$ cat src/utx_pkg.sv
// Behaviour
// RULE1: bit 13 set makes the endpoint a transmit endpoint and clear makes it receive, which matters only for a shared FIFO; here it always gates dma_req.
// RULE2: the DMA request is raised only while the DMA-enable bit 12 is set.
// RULE3: with force-toggle bit 11 set, every finished attempt flips the toggle and drops the packet, acknowledged or not.
// RULE4: software always writes zero to the DMA request style bit 10.
// RULE5: a write with bit 9 set lets that same write load the toggle, and the enable is gone once the toggle is loaded.
// RULE6: bit 8 reads the current toggle, and a write to it counts only while the enable is high.
// RULE7: a bulk endpoint sets bit 7 and halts on NAK limit expiry, and software clears bit 7 to resume.
// RULE8: writing one to bit 6 resets the toggle to zero.
// RULE9: a STALL handshake sets bit 5, flushes the FIFO and disarms the packet, and software clears bit 5.
// RULE10: bit 4 written with the arm bit makes the transaction use a SETUP token instead of an OUT token.
// RULE11: setting the SETUP-select bit also clears the toggle.
// RULE12: writing one to bit 3 discards the next queued packet, resets the FIFO pointer and disarms the packet.
// RULE13: a flush is ignored unless the packet is armed, so a double-buffered FIFO may need two flushes.
// RULE14: in bulk or interrupt mode, 3 attempts without handshake set bit 2 and raise an interrupt, and software clears it.
// RULE15: bit 1 is high whenever at least one packet sits in the transmit FIFO.
// RULE16: software sets bit 0 after loading a packet, the block clears it once sent and raises an interrupt if enabled.
// RULE17: reserved bits 15 and 14 and the write-only action bits read zero, and every field resets to zero.
package utx_pkg;

   // register byte addresses
   localparam logic [7:0]  UTX_OFF_CSR       = 8'h00;
   localparam logic [7:0]  UTX_OFF_IRQ_STAT  = 8'h04;
   localparam logic [7:0]  UTX_OFF_IRQ_MASK  = 8'h08;

   // control/status field positions
   localparam int          UTX_B_DIR         = 13;
   localparam int          UTX_B_DMA_REQUEST_ENABLE       = 12;
   localparam int          UTX_B_FORCE       = 11;
   localparam int          UTX_B_STYLE       = 10;
   localparam int          UTX_B_TOGWREN     = 9;
   localparam int          UTX_B_TOGGLE      = 8;
   localparam int          UTX_B_NAKTO       = 7;
   localparam int          UTX_B_TOGCLR      = 6;
   localparam int          UTX_B_STALL       = 5;
   localparam int          UTX_B_SETUP       = 4;
   localparam int          UTX_B_FLUSH       = 3;
   localparam int          UTX_B_ERROR       = 2;
   localparam int          UTX_B_OCCUPIED    = 1;
   localparam int          UTX_B_ARMED       = 0;

   // interrupt status/mask field positions
   localparam int          UTX_I_SENT        = 0;
   localparam int          UTX_I_ERROR       = 1;
   localparam int          UTX_I_STALL       = 2;
   localparam int          UTX_I_NAKTO       = 3;
   localparam int          UTX_IRQ_W         = 4;

   // reset values
   localparam logic [15:0] UTX_CSR_RESET     = 16'h0000;
   localparam logic [3:0]  UTX_IRQ_RESET     = 4'h0;

   // counts
   localparam logic [1:0]  UTX_RETRY_LIMIT   = 2'h3;
   localparam logic [1:0]  UTX_PKT_DEPTH     = 2'h2;

   // endpoint transfer type, standard encoding
   localparam logic [1:0]  UTX_XFER_CTRL     = 2'h0;
   localparam logic [1:0]  UTX_XFER_ISO      = 2'h1;
   localparam logic [1:0]  UTX_XFER_BULK     = 2'h2;
   localparam logic [1:0]  UTX_XFER_INTR     = 2'h3;

   // bus responses
   localparam logic [1:0]  UTX_RESP_OKAY     = 2'h0;
   localparam logic [1:0]  UTX_RESP_SLVERR   = 2'h2;

   typedef enum logic [1:0] {
      UTX_RD_IDLE = 2'b01,
      UTX_RD_RESP = 2'b10
   } utx_rd_state_type;

endpackage

$ cat src/utx_pkt_track.sv
`timescale 1ns/10ps
module utx_pkt_track
   import utx_pkg::*;
(
   input  wire logic       sys_clk,
   input  wire logic       rst,
   input  wire logic       pkt_load,
   input  wire logic       pkt_pop,
   input  wire logic       pkt_clear_all,
   input  wire logic       retry_enable,
   input  wire logic       no_handshake,
   input  wire logic       handshake_seen,
   output logic            queue_occupied,
   output logic            queue_full,
   output logic            retry_exhausted
);

   logic [1:0] pkt_count;
   logic [1:0] retry_count;

   // packet count of the double-buffered FIFO
   always_ff @(posedge sys_clk) begin
      if (rst) begin
         pkt_count <= 2'h0;
      end else if (pkt_clear_all) begin
         pkt_count <= 2'h0;
      end else if (pkt_load && !pkt_pop && pkt_count != UTX_PKT_DEPTH) begin
         pkt_count <= pkt_count + 2'h1;
      end else if (pkt_pop && !pkt_load && pkt_count != 2'h0) begin
         pkt_count <= pkt_count - 2'h1;
      end
   end

   // attempts without handshake; iso and control never count
   always_ff @(posedge sys_clk) begin
      if (rst) begin
         retry_count     <= 2'h0;
         retry_exhausted <= 1'b0;
      end else begin
         retry_exhausted <= 1'b0;
         if (handshake_seen || pkt_clear_all || !retry_enable) begin
            retry_count <= 2'h0;
         end else if (no_handshake) begin
            if (retry_count + 2'h1 == UTX_RETRY_LIMIT) begin
               retry_count     <= 2'h0;
               retry_exhausted <= 1'b1; // [RULE14]
            end else begin
               retry_count <= retry_count + 2'h1;
            end
         end
      end
   end

   assign queue_occupied = (pkt_count != 2'h0); // [RULE15]
   assign queue_full     = (pkt_count == UTX_PKT_DEPTH);

endmodule

$ cat src/utx_endpoint_csr.sv
// The implementer's own choices: the placing of the registers and the AXI4-Lite interface to the registers.
`timescale 1ns/10ps
module utx_endpoint_csr
   import utx_pkg::*;
(
   input  wire logic        sys_clk,
   input  wire logic        rst,
   // AXI4-Lite slave
   input  wire logic [7:0]  s_axi_awaddr,
   input  wire logic        s_axi_awvalid,
   output logic             s_axi_awready,
   input  wire logic [31:0] s_axi_wdata,
   input  wire logic [3:0]  s_axi_wstrb,
   input  wire logic        s_axi_wvalid,
   output logic             s_axi_wready,
   output logic [1:0]       s_axi_bresp,
   output logic             s_axi_bvalid,
   input  wire logic        s_axi_bready,
   input  wire logic [7:0]  s_axi_araddr,
   input  wire logic        s_axi_arvalid,
   output logic             s_axi_arready,
   output logic [31:0]      s_axi_rdata,
   output logic [1:0]       s_axi_rresp,
   output logic             s_axi_rvalid,
   input  wire logic        s_axi_rready,
   // transaction engine, same clock
   input  wire logic [1:0]  xfer_type,
   input  wire logic        pkt_loaded,
   input  wire logic        attempt_done,
   input  wire logic        ack_received,
   input  wire logic        no_handshake,
   input  wire logic        stall_seen,
   input  wire logic        nak_limit_hit,
   output logic             tx_direction,
   output logic             dma_req,
   output logic             dma_request_style,
   output logic             tx_packet_armed,
   output logic             setup_token_select,
   output logic             data_toggle_state,
   output logic             endpoint_halted,
   output logic             discard_queued_packet,
   output logic             fifo_clear_all,
   output logic             queue_occupied,
   output logic             irq
);

   // byte enables widened to a bit mask for the low half-word
   function automatic logic [15:0] lane_mask(input logic [3:0] strb);
      lane_mask = {{8{strb[1]}}, {8{strb[0]}}};
   endfunction

   function automatic logic reg_hit(input logic [7:0] addr, input logic [7:0] offset);
      reg_hit = (addr[7:2] == offset[7:2]);
   endfunction

   // write channel
   logic             aw_full;
   logic             w_full;
   logic [7:0]       aw_addr;
   logic [31:0]      w_data;
   logic [3:0]       w_strb;
   logic             wr_fire;
   logic [15:0]      wmask;
   logic [15:0]      wset;
   logic [15:0]      wclr;
   logic             csr_wr;
   logic             stat_wr;
   logic             mask_wr;
   // read channel
   utx_rd_state_type rd_state;
   // fields
   logic             dir_tx;
   logic             dma_enable;
   logic             force_toggle_switch;
   logic             nak_timeout;
   logic             stall_received;
   logic             retry_error;
   logic [3:0]       irq_status;
   logic [3:0]       irq_mask;
   // engine events
   logic             send_done;
   logic             flush_req;
   logic             retry_exhausted;
   logic             queue_full;
   logic             retry_enable;
   logic             toggle_direct;
   logic [15:0]      csr_read;
   logic             pkt_pop;
   logic             nak_expired;

   // a held channel or a pending response refuses the next item
   assign s_axi_awready = !aw_full && !s_axi_bvalid;
   assign s_axi_wready  = !w_full && !s_axi_bvalid;
   assign wr_fire       = aw_full && w_full && !s_axi_bvalid;
   assign wmask         = lane_mask(w_strb);
   assign wset          = w_data[15:0] & wmask;
   assign wclr          = ~w_data[15:0] & wmask;
   assign csr_wr        = wr_fire && reg_hit(aw_addr, UTX_OFF_CSR);
   assign stat_wr       = wr_fire && reg_hit(aw_addr, UTX_OFF_IRQ_STAT);
   assign mask_wr       = wr_fire && reg_hit(aw_addr, UTX_OFF_IRQ_MASK);

   // address and data are held separately so either may arrive first
   always_ff @(posedge sys_clk) begin
      if (rst) begin
         aw_full      <= 1'b0;
         w_full       <= 1'b0;
         aw_addr      <= 8'h00;
         w_data       <= 32'h0000_0000;
         w_strb       <= 4'h0;
         s_axi_bvalid <= 1'b0;
         s_axi_bresp  <= UTX_RESP_OKAY;
      end else begin
         if (s_axi_awvalid && s_axi_awready) begin
            aw_full <= 1'b1;
            aw_addr <= s_axi_awaddr;
         end
         if (s_axi_wvalid && s_axi_wready) begin
            w_full <= 1'b1;
            w_data <= s_axi_wdata;
            w_strb <= s_axi_wstrb;
         end
         if (wr_fire) begin
            aw_full      <= 1'b0;
            w_full       <= 1'b0;
            s_axi_bvalid <= 1'b1;
            // an unmapped offset answers SLVERR and changes nothing
            s_axi_bresp  <= (csr_wr || stat_wr || mask_wr) ? UTX_RESP_OKAY : UTX_RESP_SLVERR;
         end else if (s_axi_bvalid && s_axi_bready) begin
            s_axi_bvalid <= 1'b0;
         end
      end
   end

   // read readback of the control/status view
   always_comb begin
      csr_read                 = UTX_CSR_RESET; // [RULE17]
      csr_read[UTX_B_DIR]      = dir_tx;
      csr_read[UTX_B_DMA_REQUEST_ENABLE]    = dma_enable;
      csr_read[UTX_B_FORCE]    = force_toggle_switch;
      csr_read[UTX_B_STYLE]    = dma_request_style;
      csr_read[UTX_B_TOGGLE]   = data_toggle_state; // [RULE6]
      csr_read[UTX_B_NAKTO]    = nak_timeout;
      csr_read[UTX_B_STALL]    = stall_received;
      csr_read[UTX_B_SETUP]    = setup_token_select;
      csr_read[UTX_B_ERROR]    = retry_error;
      csr_read[UTX_B_OCCUPIED] = queue_occupied;
      csr_read[UTX_B_ARMED]    = tx_packet_armed;
   end

   // arready drops while the answer stands, so one read is in flight
   assign s_axi_arready = (rd_state == UTX_RD_IDLE);
   assign s_axi_rvalid  = (rd_state == UTX_RD_RESP);

   always_ff @(posedge sys_clk) begin
      if (rst) begin
         rd_state    <= UTX_RD_IDLE;
         s_axi_rdata <= 32'h0000_0000;
         s_axi_rresp <= UTX_RESP_OKAY;
      end else begin
         case (rd_state)
            UTX_RD_IDLE: begin
               if (s_axi_arvalid) begin
                  rd_state    <= UTX_RD_RESP;
                  s_axi_rresp <= UTX_RESP_OKAY;
                  // the upper half-word of every register reads zero
                  if (reg_hit(s_axi_araddr, UTX_OFF_CSR)) begin
                     s_axi_rdata <= {16'h0000, csr_read};
                  end else if (reg_hit(s_axi_araddr, UTX_OFF_IRQ_STAT)) begin
                     s_axi_rdata <= {28'h000_0000, irq_status};
                  end else if (reg_hit(s_axi_araddr, UTX_OFF_IRQ_MASK)) begin
                     s_axi_rdata <= {28'h000_0000, irq_mask};
                  end else begin
                     s_axi_rdata <= 32'h0000_0000;
                     s_axi_rresp <= UTX_RESP_SLVERR;
                  end
               end
            end
            UTX_RD_RESP: begin
               // rdata and rresp stand until rready
               if (s_axi_rready) begin
                  rd_state <= UTX_RD_IDLE;
               end
            end
            default: begin
               rd_state <= UTX_RD_IDLE;
            end
         endcase
      end
   end

   // a forced toggle finishes on any attempt, otherwise only on an ACK
   assign send_done     = tx_packet_armed && (force_toggle_switch ? attempt_done : ack_received); // [RULE3]
   assign flush_req     = csr_wr && wset[UTX_B_FLUSH] && tx_packet_armed; // [RULE12] [RULE13]
   assign retry_enable  = (xfer_type == UTX_XFER_BULK) || (xfer_type == UTX_XFER_INTR);
   // enable and value travel in one write, so the enable never lingers
   assign toggle_direct = csr_wr && wset[UTX_B_TOGWREN] && wmask[UTX_B_TOGGLE]; // [RULE5]
   // a packet leaves the FIFO on a flush or a finished send
   assign pkt_pop       = flush_req || send_done;
   assign nak_expired   = nak_limit_hit && (xfer_type == UTX_XFER_BULK); // [RULE7]

   // plain configuration fields
   always_ff @(posedge sys_clk) begin
      if (rst) begin
         dir_tx              <= 1'b0;
         dma_enable          <= 1'b0;
         force_toggle_switch <= 1'b0;
         dma_request_style   <= 1'b0;
      end else if (csr_wr) begin
         // kept even for a dedicated FIFO, where it still gates dma_req
         if (wmask[UTX_B_DIR]) begin
            dir_tx <= w_data[UTX_B_DIR]; // [RULE1]
         end
         if (wmask[UTX_B_DMA_REQUEST_ENABLE]) begin
            dma_enable <= w_data[UTX_B_DMA_REQUEST_ENABLE];
         end
         if (wmask[UTX_B_FORCE]) begin
            force_toggle_switch <= w_data[UTX_B_FORCE];
         end
         // stored as written; software is expected to keep it zero
         if (wmask[UTX_B_STYLE]) begin
            dma_request_style <= w_data[UTX_B_STYLE]; // [RULE4]
         end
      end
   end

   // data toggle: software actions take priority over the hardware flip
   always_ff @(posedge sys_clk) begin
      if (rst) begin
         data_toggle_state <= 1'b0;
      end else if (csr_wr && (wset[UTX_B_TOGCLR] || wset[UTX_B_SETUP])) begin
         data_toggle_state <= 1'b0; // [RULE8] [RULE11]
      end else if (toggle_direct) begin
         data_toggle_state <= w_data[UTX_B_TOGGLE]; // [RULE6]
      end else if (send_done) begin
         data_toggle_state <= ~data_toggle_state; // [RULE3]
      end
   end

   // setup token select, written together with the arm bit
   always_ff @(posedge sys_clk) begin
      if (rst) begin
         setup_token_select <= 1'b0;
      end else if (csr_wr && wmask[UTX_B_SETUP]) begin
         setup_token_select <= w_data[UTX_B_SETUP]; // [RULE10]
      end
   end

   // packet armed: a software set in the same cycle wins over any clear
   always_ff @(posedge sys_clk) begin
      if (rst) begin
         tx_packet_armed <= 1'b0;
      end else if (csr_wr && wset[UTX_B_ARMED]) begin
         tx_packet_armed <= 1'b1; // [RULE16]
      end else if (send_done || stall_seen || flush_req) begin
         tx_packet_armed <= 1'b0; // [RULE9] [RULE12] [RULE16]
      end
   end

   // hardware-set flags cleared by writing zero; the set wins
   // writing one leaves a flag alone, so set bits survive a read-modify-write
   always_ff @(posedge sys_clk) begin
      if (rst) begin
         nak_timeout    <= 1'b0;
         stall_received <= 1'b0;
         retry_error    <= 1'b0;
      end else begin
         if (nak_expired) begin
            nak_timeout <= 1'b1; // [RULE7]
         end else if (csr_wr && wclr[UTX_B_NAKTO]) begin
            nak_timeout <= 1'b0;
         end
         if (stall_seen) begin
            stall_received <= 1'b1; // [RULE9]
         end else if (csr_wr && wclr[UTX_B_STALL]) begin
            stall_received <= 1'b0;
         end
         if (retry_exhausted) begin
            retry_error <= 1'b1; // [RULE14]
         end else if (csr_wr && wclr[UTX_B_ERROR]) begin
            retry_error <= 1'b0;
         end
      end
   end

   // one-cycle pulses towards the FIFO
   always_ff @(posedge sys_clk) begin
      if (rst) begin
         discard_queued_packet <= 1'b0;
         fifo_clear_all        <= 1'b0;
      end else begin
         // registered to give the FIFO a clean one-cycle strobe
         discard_queued_packet <= pkt_pop; // [RULE12]
         fifo_clear_all        <= stall_seen; // [RULE9]
      end
   end

   // a stall empties both buffers and restarts the retry count
   utx_pkt_track u_track (
      .sys_clk         (sys_clk),
      .rst             (rst),
      .pkt_load        (pkt_loaded),
      .pkt_pop         (pkt_pop),
      .pkt_clear_all   (stall_seen),
      .retry_enable    (retry_enable),
      .no_handshake    (no_handshake && tx_packet_armed),
      .handshake_seen  (ack_received || stall_seen || nak_limit_hit),
      .queue_occupied  (queue_occupied),
      .queue_full      (queue_full),
      .retry_exhausted (retry_exhausted)
   );

   // interrupt status: write one to clear, a new event wins
   always_ff @(posedge sys_clk) begin
      if (rst) begin
         irq_status <= UTX_IRQ_RESET;
      end else begin
         irq_status[UTX_I_SENT]  <= send_done ||
                                    (irq_status[UTX_I_SENT] && !(stat_wr && wset[UTX_I_SENT])); // [RULE16]
         irq_status[UTX_I_ERROR] <= retry_exhausted ||
                                    (irq_status[UTX_I_ERROR] && !(stat_wr && wset[UTX_I_ERROR])); // [RULE14]
         irq_status[UTX_I_STALL] <= stall_seen ||
                                    (irq_status[UTX_I_STALL] && !(stat_wr && wset[UTX_I_STALL]));
         irq_status[UTX_I_NAKTO] <= nak_expired ||
                                    (irq_status[UTX_I_NAKTO] && !(stat_wr && wset[UTX_I_NAKTO]));
      end
   end

   always_ff @(posedge sys_clk) begin
      if (rst) begin
         irq_mask <= UTX_IRQ_RESET;
      end else if (mask_wr && wmask[0]) begin
         irq_mask <= w_data[UTX_IRQ_W-1:0];
      end
   end

   // level output, so a mask write takes effect at once
   assign irq             = |(irq_status & irq_mask);
   assign tx_direction    = dir_tx;
   assign endpoint_halted = nak_timeout; // [RULE7]
   // no request once both buffers hold a packet, to avoid overfilling
   assign dma_req         = dma_enable && dir_tx && !queue_full; // [RULE2]

endmodule

$ cat config.mk
export PLATFORM = sky130hd
export DESIGN_NAME = utx_endpoint_csr
export DESIGN_NICKNAME = d
export VERILOG_FILES = /design/src/utx_pkg.sv /design/src/utx_pkt_track.sv /design/src/utx_endpoint_csr.sv
export SDC_FILE = /design/constraint.sdc
export NUM_CORES = 1
export LEC_CHECK = 0
export ABC_AREA = 1
export BUFFER_PORTS_ARGS = -buffer_cell sky130_fd_sc_hd__buf_4
export CAP_MARGIN = 20
export CELL_PAD_IN_SITES_DETAIL_PLACEMENT = 1
export CELL_PAD_IN_SITES_GLOBAL_PLACEMENT = 1
export CORE_MARGIN = 2
export CORE_UTILIZATION = 29
export CTS_CLUSTER_SIZE = 12
export DETAILED_ROUTE_END_ITERATION = 8
export GPL_ROUTABILITY_DRIVEN = 0
export PLACE_DENSITY_LB_ADDON = 0.25
export SYNTH_ARGS = -nofsm -noshare
export SYNTH_HDL_FRONTEND = slang
export SYNTH_SLANG_ARGS = --single-unit
$ cat constraint.sdc
create_clock -name sys_clk -period 1.31 [get_ports sys_clk]
set_input_delay 0.131 -clock sys_clk [delete_from_list [all_inputs] [get_ports sys_clk]]
set_output_delay 0.131 -clock sys_clk [all_outputs]
set_load 0.05 [all_outputs]
==> results of run 1 <==
[where the power goes]
| group | leakage [nW] | internal, mW | switching (mW) | total (mW) |
|---|---|---|---|---|
| combinational | 1.10 | 0.310 | 0.619 | 0.929 |
| sequential | 0.545 | 2.12 | 0.0859 | 2.21 |
| clock | 0.0774 | 0.684 | 0.770 | 1.45 |
| total | 1.72 | 3.12 | 1.48 | 4.59 |
[worst max-delay path by stage]
stage	startpoint	endpoint	slack [ps]
after floorplan	s_axi_bvalid$_SDFFE_PP0P_	w_data[10]$_SDFFE_PP0P_	-5
after global routing	aw_addr[4]$_SDFFE_PP0P_	u_track.pkt_count[0]$_SDFFE_PP0P_	-120
after CTS	irq_mask[3]$_SDFFE_PP0P_	irq	-20
final	irq_status[3]$_SDFF_PP0_	irq	-6
after global placement	w_full$_SDFFE_PP0P_	w_data[10]$_SDFFE_PP0P_	-30
after detailed placement	w_full$_SDFFE_PP0P_	w_data[12]$_SDFFE_PP0P_	-100
[cell families after synthesis]
logic type / Yosys count
AND/OR/NAND/NOR: 129
other: 1
buffers and inverters: 83
flip-flops: 66
AO/OA/AOI/OAI: 101
XOR/XNOR: 1
[repair_timing]
action,4_1_cts,5_1_grt
pin swaps,1,2
resized for setup,19,11
endpoints found under the setup margin,22,28
hold buffers,0,0
setup buffers,5,4
[per-layer routing]
layer / up-vias / part of all wire [%]
li1: 1372 / -
met1: 1248 / 43
met2: 68 / 50
met3: 14 / 5.3
met4: 0 / 1.5
met5: - / 0
[cells in the final DEF (no fill, tap or decap), types with 4 or more instances in the layout]
cell | Yosys | final
nor2_1 | 66 | 59
a21oi_1 | 39 | 39
clkbuf_1 | 3 | 4
nand2_1 | 31 | 28
inv_2 | 7 | 9
buf_6 | 0 | 4
nand2_4 | 1 | 4
o21ai_1 | 10 | 21
o21ai_0 | 44 | 31
clkbuf_8 | 0 | 9
conb_1 | 1 | 22
nor2_2 | 2 | 7
dfxtp_2 | 0 | 7
inv_1 | 42 | 39
dfxtp_1 | 66 | 58
nand4_1 | 5 | 5
buf_4 | 22 | 86
nand3_1 | 11 | 11
[sequential cells by signal (all words and copies together), names as in the netlist, 2 cells and up]
register / count
irq_mask: 4
u_track.pkt_count: 2
s_axi_rdata: 12
rd_state: 2
aw_addr: 6
w_strb: 2
irq_status: 4
u_track.retry_count: 2
w_data: 14
[cell type report]
cell class | instances | area (um2) | share of cell area [%]
clock buffer | 13 | 139 | 3.59
clock inverter | 3 | 17.5 | 0.453
inverter | 52 | 201 | 5.21
multi-input combinational | 253 | 1280 | 33.0
sequential | 66 | 1330 | 34.5
tap | 133 | 166 | 4.30
timing repair buffer | 92 | 731 | 18.9
[critical path: stages, from the launching register on]
cell	delay, ps
dfxtp_2	340
inv_2	40
o21ai_1	110
a21oi_1	50
o21ai_1	120
buf_6	190
[through the flow]
stage	TNS, ps	std cells	hold slack, ps	cell area (um2)
floorplan	-21.6	402	273	2980
global placement	-232	587	367	3580
detailed placement	-987	587	377	3580
CTS	-23.4	608	13.6	3800
global route	-1530	612	25.4	3870
finish	-14.5	612	23.7	3870
==> results.sh, run 1 <==
export IMPL_fin_nets=541
export IMPL_hold_viol=0
export IMPL_r2r_start="aw_addr[4]$_SDFFE_PP0P_"
export IMPL_fillCellCount=1215
export IMPL_avgSynthCellArea_um2=7.49
export IMPL_crit_type="reg -> out"
export IMPL_drtIter0Drc=55
export IMPL_rows=36
export IMPL_use_met3_pct=3.49
export IMPL_crit_arrival_ps=1190
export IMPL_grt_pass1_vias=2704
export IMPL_grt_max_degree=25
export IMPL_grt_ovfl_total=0
export IMPL_violations="setup timing"
export IMPL_synth_distinct_cells=35
export IMPL_synth_flop_cell="dfxtp_1"
export IMPL_cp_required_ps=1180
export IMPL_yosysWarnings=0
export IMPL_status="finished with violations"
export IMPL_cts_tree="yes"
export IMPL_use_met2_pct=27.4
export IMPL_crit_path_end_kind="primary output"
export IMPL_synth_top_family_by_area="simple AND/OR/NAND/NOR gates"
export IMPL_synthDominantCellAreaShare_pct=46.3
export IMPL_drv_slew=0
export IMPL_synthSimpleGateAreaFrac_pct=20.7
export IMPL_ant_nets=0
export IMPL_synth_commonest_cells="dfxtp_1 (66), nor2_1 (66), o21ai_0 (44)"
export IMPL_muxShareOfSynthArea_pct=0
export IMPL_drc=0
export IMPL_hpwlAfterDp_mm=6.05
export IMPL_synthXorXnorAreaFrac_pct=0.307
export IMPL_reg2reg_to="tx_packet_armed$_SDFFE_PP0P_"
export IMPL_vias_per_cell=4.42
export IMPL_min_from="s_axi_bready"
export IMPL_synth_cells=381
export IMPL_setup_violations=3
export IMPL_die_w_um=103
export IMPL_die_y_um=103
export IMPL_dieArea_um2=10600
export IMPL_cellLeakagePower_nw=1.72
export IMPL_clkTransAtPathRegs_ps=80
export IMPL_final_setup_worst_slack_ps=-6.32
export IMPL_cts_root_buf="clkbuf_8"
export IMPL_hold_depth=3
export IMPL_synth_compound_area_share_pct=18.4
export IMPL_startpoint_type="register"
export IMPL_rsz0062_at_grt="yes"
export IMPL_cts_buffers=9
export IMPL_wl_mm=7.83
export IMPL_firstDrtPassIters=4
export IMPL_core_region_area_um2=9640
export IMPL_hold_class="in -> reg"
export IMPL_reg2regPathDepth=8
export IMPL_power_density_nw_per_um2=1190
export IMPL_synth_adder_area_share_pct=0
export IMPL_max_freq_ghz=0.760
export IMPL_reg2reg_slack_ps=0
export IMPL_cts_sinks=66
export IMPL_grt_busiest_layer="met2"
export IMPL_hold_end="s_axi_bvalid$_SDFFE_PP0P_"
export IMPL_place_ws_ps=-95.1
export IMPL_antenna_found_initial=0
export IMPL_finalCritPeriodShare_pct=100
export IMPL_wl_per_cell_um=12.8
export IMPL_drive_gt1_share_pct=31.3
export IMPL_antenna_cells=0
export IMPL_clk_latency_ps=340
export IMPL_drv_cap=0
export IMPL_htreeDepth=3
export IMPL_fin_util_pct=40.1
export IMPL_synth_area_leaders="dfxtp_1 (46%), nor2_1 (8.7%), o21ai_0 (7.7%)"
export IMPL_met1_usage_pct=18.0
export IMPL_fin_crit_ps=1320
export IMPL_skew_ps=11.0
export IMPL_synth_edf_count=0
export IMPL_area_delta_synth_final_pct=35.5
export IMPL_postSynthRegisterBits=66
export IMPL_yosysSeqAreaShare_pct=46.3
export IMPL_synthArstFlopShare_pct=0
export IMPL_clk_path_buf_depth=2
export IMPL_syn_area_um2=2850
export IMPL_grt_pass1_wl_mm=12.6
export IMPL_design_power_total_mw=4.59
export IMPL_io_pins=119
export IMPL_grt_usage_pct=15.4
export IMPL_dr_total_vias=2702
export IMPL_start_util_pct=29.6
export IMPL_max_vdd_ir_drop_mv=0.425
export IMPL_io_buffers=72
export IMPL_synth_top_area_cell="dfxtp_1"
export IMPL_path_max_fanout=2
(Power assumes the default switching activity.)
==> run 2: changes to the inputs <==
Settings changed: SYNTH_HIERARCHICAL from default to 1.
==> results.sh, run 2 <==
export IMPL_hold_viol=0
export IMPL_hold_class="in -> reg"
export IMPL_avgSynthCellArea_um2=7.29
export IMPL_setup_violations=4
export IMPL_core_region_area_um2=10300
export IMPL_grt_pass1_vias=3024
export IMPL_die_w_um=107
export IMPL_syn_area_um2=3050
export IMPL_start_util_pct=29.7
export IMPL_place_ws_ps=-96.9
export IMPL_grt_usage_pct=16.0
export IMPL_vias_per_cell=4.52
export IMPL_grt_busiest_layer="met2"
export IMPL_drtIter0Drc=76
export IMPL_power_density_nw_per_um2=1200
export IMPL_dpl_cell_count=632
export IMPL_crit_type="reg -> reg"
export IMPL_critPathBufInv=1
export IMPL_reg2reg_slack_ps=-20
export IMPL_path_max_fanout=4
export IMPL_fin_crit_ps=1330
export IMPL_antenna_found_initial=0
export IMPL_clk_latency_ps=350
export IMPL_cts_sinks=66
export IMPL_grt_pass1_wl_mm=14.3
export IMPL_synth_cells=418
export IMPL_cp_startpoint="aw_addr[7]$_SDFFE_PP0P_"
export IMPL_htreeDepth=3
export IMPL_violations="setup timing"
export IMPL_synth_commonest_cells="nor2_1 (87), dfxtp_1 (66), nand2_1 (64)"
export IMPL_yosysSeqAreaShare_pct=43.3
export IMPL_clkTransAtPathRegs_ps=80
export IMPL_dpl_cell_area_um2=3830
export IMPL_reg2reg_to="u_track/pkt_count[1]$_SDFFE_PP0P_"
export IMPL_reg_top3="w_data: 14 flops, s_axi_rdata: 12 flops, aw_addr: 6 flops"
export IMPL_fin_util_pct=42.6
export IMPL_r2r_start="aw_addr[7]$_SDFFE_PP0P_"
export IMPL_grt_max_degree=36
export IMPL_startpoint_type="register"
export IMPL_design_power_total_mw=5.28
export IMPL_synth_flop_cell="dfxtp_1"
export IMPL_dieArea_um2=11300
export IMPL_postSynthRegisterBits=66
export IMPL_synth_distinct_cells=31
export IMPL_cts_root_buf="clkbuf_8"
export IMPL_drv_slew=0
export IMPL_die_y_um=107
export IMPL_clk_path_buf_depth=2
export IMPL_cts_hold_fix_buffers=0
export IMPL_finalCritPeriodShare_pct=101
export IMPL_crit_path_end_kind="register"
export IMPL_crit_arrival_ps=1610
export IMPL_cellLeakagePower_nw=1.95
export IMPL_cpPeakStageDelay_ps=340
export IMPL_area_delta_synth_final_pct=43.8
export IMPL_synth_edf_count=0
export IMPL_fin_area_um2=4380
export IMPL_status="finished with violations"
export IMPL_stdcell_count=659
export IMPL_rsz0062_at_grt="yes"
export IMPL_met1_usage_pct=19.0
export IMPL_regMostFlops="w_data"
export IMPL_wl_mm=9.26
export IMPL_synthDominantCellAreaShare_pct=43.3
export IMPL_cts_buffers=9
export IMPL_setup_tns_final_ps=-51.5
export IMPL_yosysMostFrequentCell="nor2_1"
export IMPL_use_met2_pct=28.3
export IMPL_ant_nets=0
export IMPL_dr_total_vias=2980
export IMPL_skew_ps=13.6
export IMPL_max_vdd_ir_drop_mv=0.478
export IMPL_crit_slowest_cell="dfxtp_2"
export IMPL_drc=0
export IMPL_whs_ps=19.3
export IMPL_io_pins=119
export IMPL_synth_area_leaders="dfxtp_1 (43%), nor2_1 (11%), nand2_1 (7.9%)"
export IMPL_final_cell_mix="buf_4 (87), nor2_1 (81), nand2_1 (57)"
export IMPL_yosysWarnings=6
export IMPL_path_cells="nor2_4, nand2_4, nor2_8, nand3_4, nand2_4, inv_4, nand3_1, nand3_1, a21oi_2"
export IMPL_reg2regPathDepth=9
export IMPL_max_freq_ghz=0.754
export IMPL_cts_tree="yes"
export IMPL_firstDrtPassIters=4
export IMPL_largest_reg_flops=14
export IMPL_grt_ovfl_total=0
export IMPL_hpwlAfterDp_mm=6.40
export IMPL_layout_commonest_cell="buf_4"
export IMPL_antenna_cells=0
export IMPL_drive_gt1_share_pct=37.1
export IMPL_cp_required_ps=1590
export IMPL_final_setup_worst_slack_ps=-17.0
export IMPL_wl_per_cell_um=14.0
export IMPL_cp_depth=9
export IMPL_fin_nets=585
export IMPL_crit_end="u_track/pkt_count[1]$_SDFFE_PP0P_"
export IMPL_rows=37
export IMPL_synth_top_area_cell="dfxtp_1"
export IMPL_synthArstFlopShare_pct=0
export IMPL_critPathTopFamily="simple AND/OR/NAND/NOR gates"
export IMPL_drv_cap=0
export IMPL_io_buffers=72
export IMPL_use_met3_pct=4.54
-- run 2: tightest hold or removal path: cells and delay by family --
family / cells / cell delay [ps]
and+or+nand+nor: 1 / 60
AOI/OAI and AO/OA: 1 / 60
buffers and inverters: 1 / 80
-- run 2: kinds of logic after synthesis --
family / share of synthesized area, %
other: 0.123
flip-flops: 43.3
buffers and inverters: 12.8
AO/OA/AOI/OAI: 14.0
AND/OR/NAND/NOR: 29.8
-- run 2: final cells by class --
| cell class | instances | area [um2] |
|---|---|---|
| fillers | 1294 | 5900 |
| multi-input cells | 299 | 1620 |
| flip-flops and latches | 66 | 1340 |
| repair buffers | 100 | 856 |
| inverters | 42 | 175 |
| well taps | 136 | 170 |
| clock buffers | 10 | 149 |
| clock inverters | 6 | 72.6 |
-- run 2: per-layer routing --
layer	routed length, um	up-vias
met5	0	-
met4	87	0
li1	-	1499
met2	4710	62
met3	409	8
met1	4050	1411
-- run 2: worst min-delay path by stage --
stage | endpoint | cells past startpoint | from | slack, ps
after floorplan | fifo_clear_all$_SDFF_PP0_ | 2 | stall_seen | 260
after global placement | rd_state[0]$_SDFFE_PP1P_ | 3 | s_axi_rready | 370
after detailed placement | rd_state[0]$_SDFFE_PP1P_ | 3 | s_axi_rready | 380
after CTS | rd_state[0]$_SDFFE_PP1P_ | 3 | s_axi_rready | 8
after global routing | w_data[9]$_SDFFE_PP0P_ | 3 | s_axi_wdata[9] | 30
final | rd_state[0]$_SDFFE_PP1P_ | 3 | s_axi_rready | 20
-- run 2: timing repair --
item                       CTS  global route
resized for setup           25            53
pin swaps                    6            26
cloned                       0             3
setup endpoints to repair    5            45
setup buffers                2             6
-- run 2: where the power goes --
| group | total, mW | internal, mW | switching [mW] |
|---|---|---|---|
| Sequential | 2.22 | 2.12 | 0.0954 |
| Clock | 1.88 | 1.01 | 0.870 |
| Combinational | 1.18 | 0.432 | 0.748 |
| Total | 5.28 | 3.56 | 1.71 |
==> run 3: changes to the inputs <==
Settings changed: RECOVER_POWER from default to 100.
==> results.sh, run 3 (synthesis gave the netlist of run 2 again) <==
export IMPL_dpl_cell_count=632
export IMPL_vias_per_cell=4.52
export IMPL_crit_path_end_kind="register"
export IMPL_hold_viol=0
export IMPL_clkTransAtPathRegs_ps=80
export IMPL_final_cell_mix="nor2_1 (81), buf_4 (66), nand2_1 (58)"
export IMPL_regArea_um2=1340
export IMPL_crit_arrival_ps=1610
export IMPL_wl_per_cell_um=14.0
export IMPL_cts_hold_fix_buffers=0
export IMPL_fin_crit_ps=1330
export IMPL_crit_slowest_cell="dfxtp_2"
export IMPL_io_pins=119
export IMPL_violations="setup timing"
export IMPL_startpoint_type="register"
export IMPL_final_setup_worst_slack_ps=-19.2
export IMPL_status="finished with violations"
export IMPL_cp_required_ps=1590
export IMPL_ant_nets=0
export IMPL_grt_ovfl_total=0
export IMPL_max_freq_ghz=0.752
export IMPL_reg_top3="w_data: 14 flops, s_axi_rdata: 12 flops, aw_addr: 6 flops"
export IMPL_core_region_area_um2=10300
export IMPL_drive_gt1_share_pct=36.7
export IMPL_finalCritPeriodShare_pct=101
export IMPL_skew_ps=13.3
export IMPL_stdcell_count=659
export IMPL_area_delta_synth_final_pct=41.9
export IMPL_io_buffers=72
export IMPL_fin_nets=585
export IMPL_die_w_um=107
export IMPL_critPathTopFamily="simple AND/OR/NAND/NOR gates"
export IMPL_grt_max_degree=36
export IMPL_cp_depth=9
export IMPL_fillCellCount=1306
export IMPL_grt_usage_pct=16.0
export IMPL_fin_area_um2=4320
export IMPL_power_density_nw_per_um2=1220
export IMPL_htreeDepth=3
export IMPL_hold_depth=3
export IMPL_path_cells="nor2_4, nand2_4, nor2_8, nand3_4, nand2_4, inv_4, nand3_1, nand3_1, a21oi_2"
export IMPL_reg2regPathDepth=9
export IMPL_start_util_pct=29.7
export IMPL_dr_total_vias=2978
export IMPL_layout_commonest_cell="nor2_1"
export IMPL_whs_ps=19.1
export IMPL_grt_pass1_wl_mm=14.3
export IMPL_regMostFlops="w_data"
export IMPL_drc=0
export IMPL_setup_tns_final_ps=-53.7
export IMPL_cellLeakagePower_nw=1.93
export IMPL_max_vdd_ir_drop_mv=0.478
export IMPL_cts_buffers=9
export IMPL_critPathBufInv=1
export IMPL_die_y_um=107
export IMPL_antenna_cells=0
export IMPL_drv_slew=0
export IMPL_clk_latency_ps=350
export IMPL_drtIter0Drc=73
export IMPL_hpwlAfterDp_mm=6.40
export IMPL_cpPeakStageDelay_ps=340
export IMPL_largest_reg_flops=14
export IMPL_setup_violations=4
export IMPL_multiInputGateArea_um2=1610
export IMPL_wl_mm=9.25
export IMPL_antenna_found_initial=0
export IMPL_firstDrtPassIters=4
export IMPL_hold_class="in -> reg"
export IMPL_cts_root_buf="clkbuf_8"
export IMPL_drv_cap=0
export IMPL_rows=37
export IMPL_cts_sinks=66
export IMPL_cts_tree="yes"
export IMPL_path_max_fanout=4
export IMPL_clk_path_buf_depth=2
export IMPL_crit_type="reg -> reg"
export IMPL_grt_pass1_vias=3024
export IMPL_fin_util_pct=42.1
export IMPL_dpl_cell_area_um2=3830
export IMPL_dieArea_um2=11300
export IMPL_rsz0062_at_grt="yes"
==> run 3: final cells by class <==
| type | instances | area share (%) |
|---|---|---|
| inverters | 42 | 3.99 |
| flip-flops and latches | 66 | 31.0 |
| clock buffers | 10 | 3.44 |
| repair buffers | 100 | 18.6 |
| multi-input cells | 299 | 37.3 |
| well taps | 136 | 3.94 |
| clock inverters | 6 | 1.68 |
==> run 3: through the flow <==
stage / setup slack, ps / total power [mW]
after floorplan: -52.0 / 2.95
after global placement: -19.4 / 3.24
after detailed placement: -96.9 / 3.26
after CTS: -21.3 / 5.18
after global routing: -133 / 5.50
final: -19.2 / 5.26
==> run 3: what timing repair did <==
action / in CTS / in global routing
cloned: 0 / 3
buffers inserted: 2 / 6
setup endpoints to repair: 5 / 45
gates resized for setup: 25 / 53
hold endpoints to repair: 0 / 0
pin swaps: 6 / 26
==> run 3: where the power goes <==
part | switching [mW] | internal (mW) | leakage [nW] | total, mW
Combinational | 0.747 | 0.415 | 1.28 | 1.16
Sequential | 0.0945 | 2.12 | 0.545 | 2.22
Clock | 0.873 | 1.01 | 0.108 | 1.88
==> run 3: layer usage <==
| layer | up-vias | routed length, um | GRT usage, % |
|---|---|---|---|
| met5 | - | 0 | 0 |
| met4 | 0 | 87 | 4.27 |
| met3 | 8 | 425 | 4.54 |
| met2 | 64 | 4700 | 28.3 |
| met1 | 1407 | 4040 | 19.0 |
| li1 | 1499 | - | - |
==> run 3: path summary, 6_finish.rpt <==
check                              start                                end  slack (ps)
max              aw_addr[7]$_SDFFE_PP0P_  u_track/pkt_count[1]$_SDFFE_PP0P_         -20
min                         s_axi_rready           rd_state[0]$_SDFFE_PP1P_          20
max reg2reg      aw_addr[7]$_SDFFE_PP0P_  u_track/pkt_count[1]$_SDFFE_PP0P_         -20
min reg2reg  s_axi_rdata[3]$_SDFFE_PP0P_        s_axi_rdata[3]$_SDFFE_PP0P_         470
==> run 3: worst register-to-register path: cells and delay by family (launching register included) <==
| family | cells | cell delay [ps] |
|---|---|---|
| flops | 1 | 340 |
| compound gates | 1 | 140 |
| simple gates | 7 | 740 |
| buf+inv | 1 | 50 |
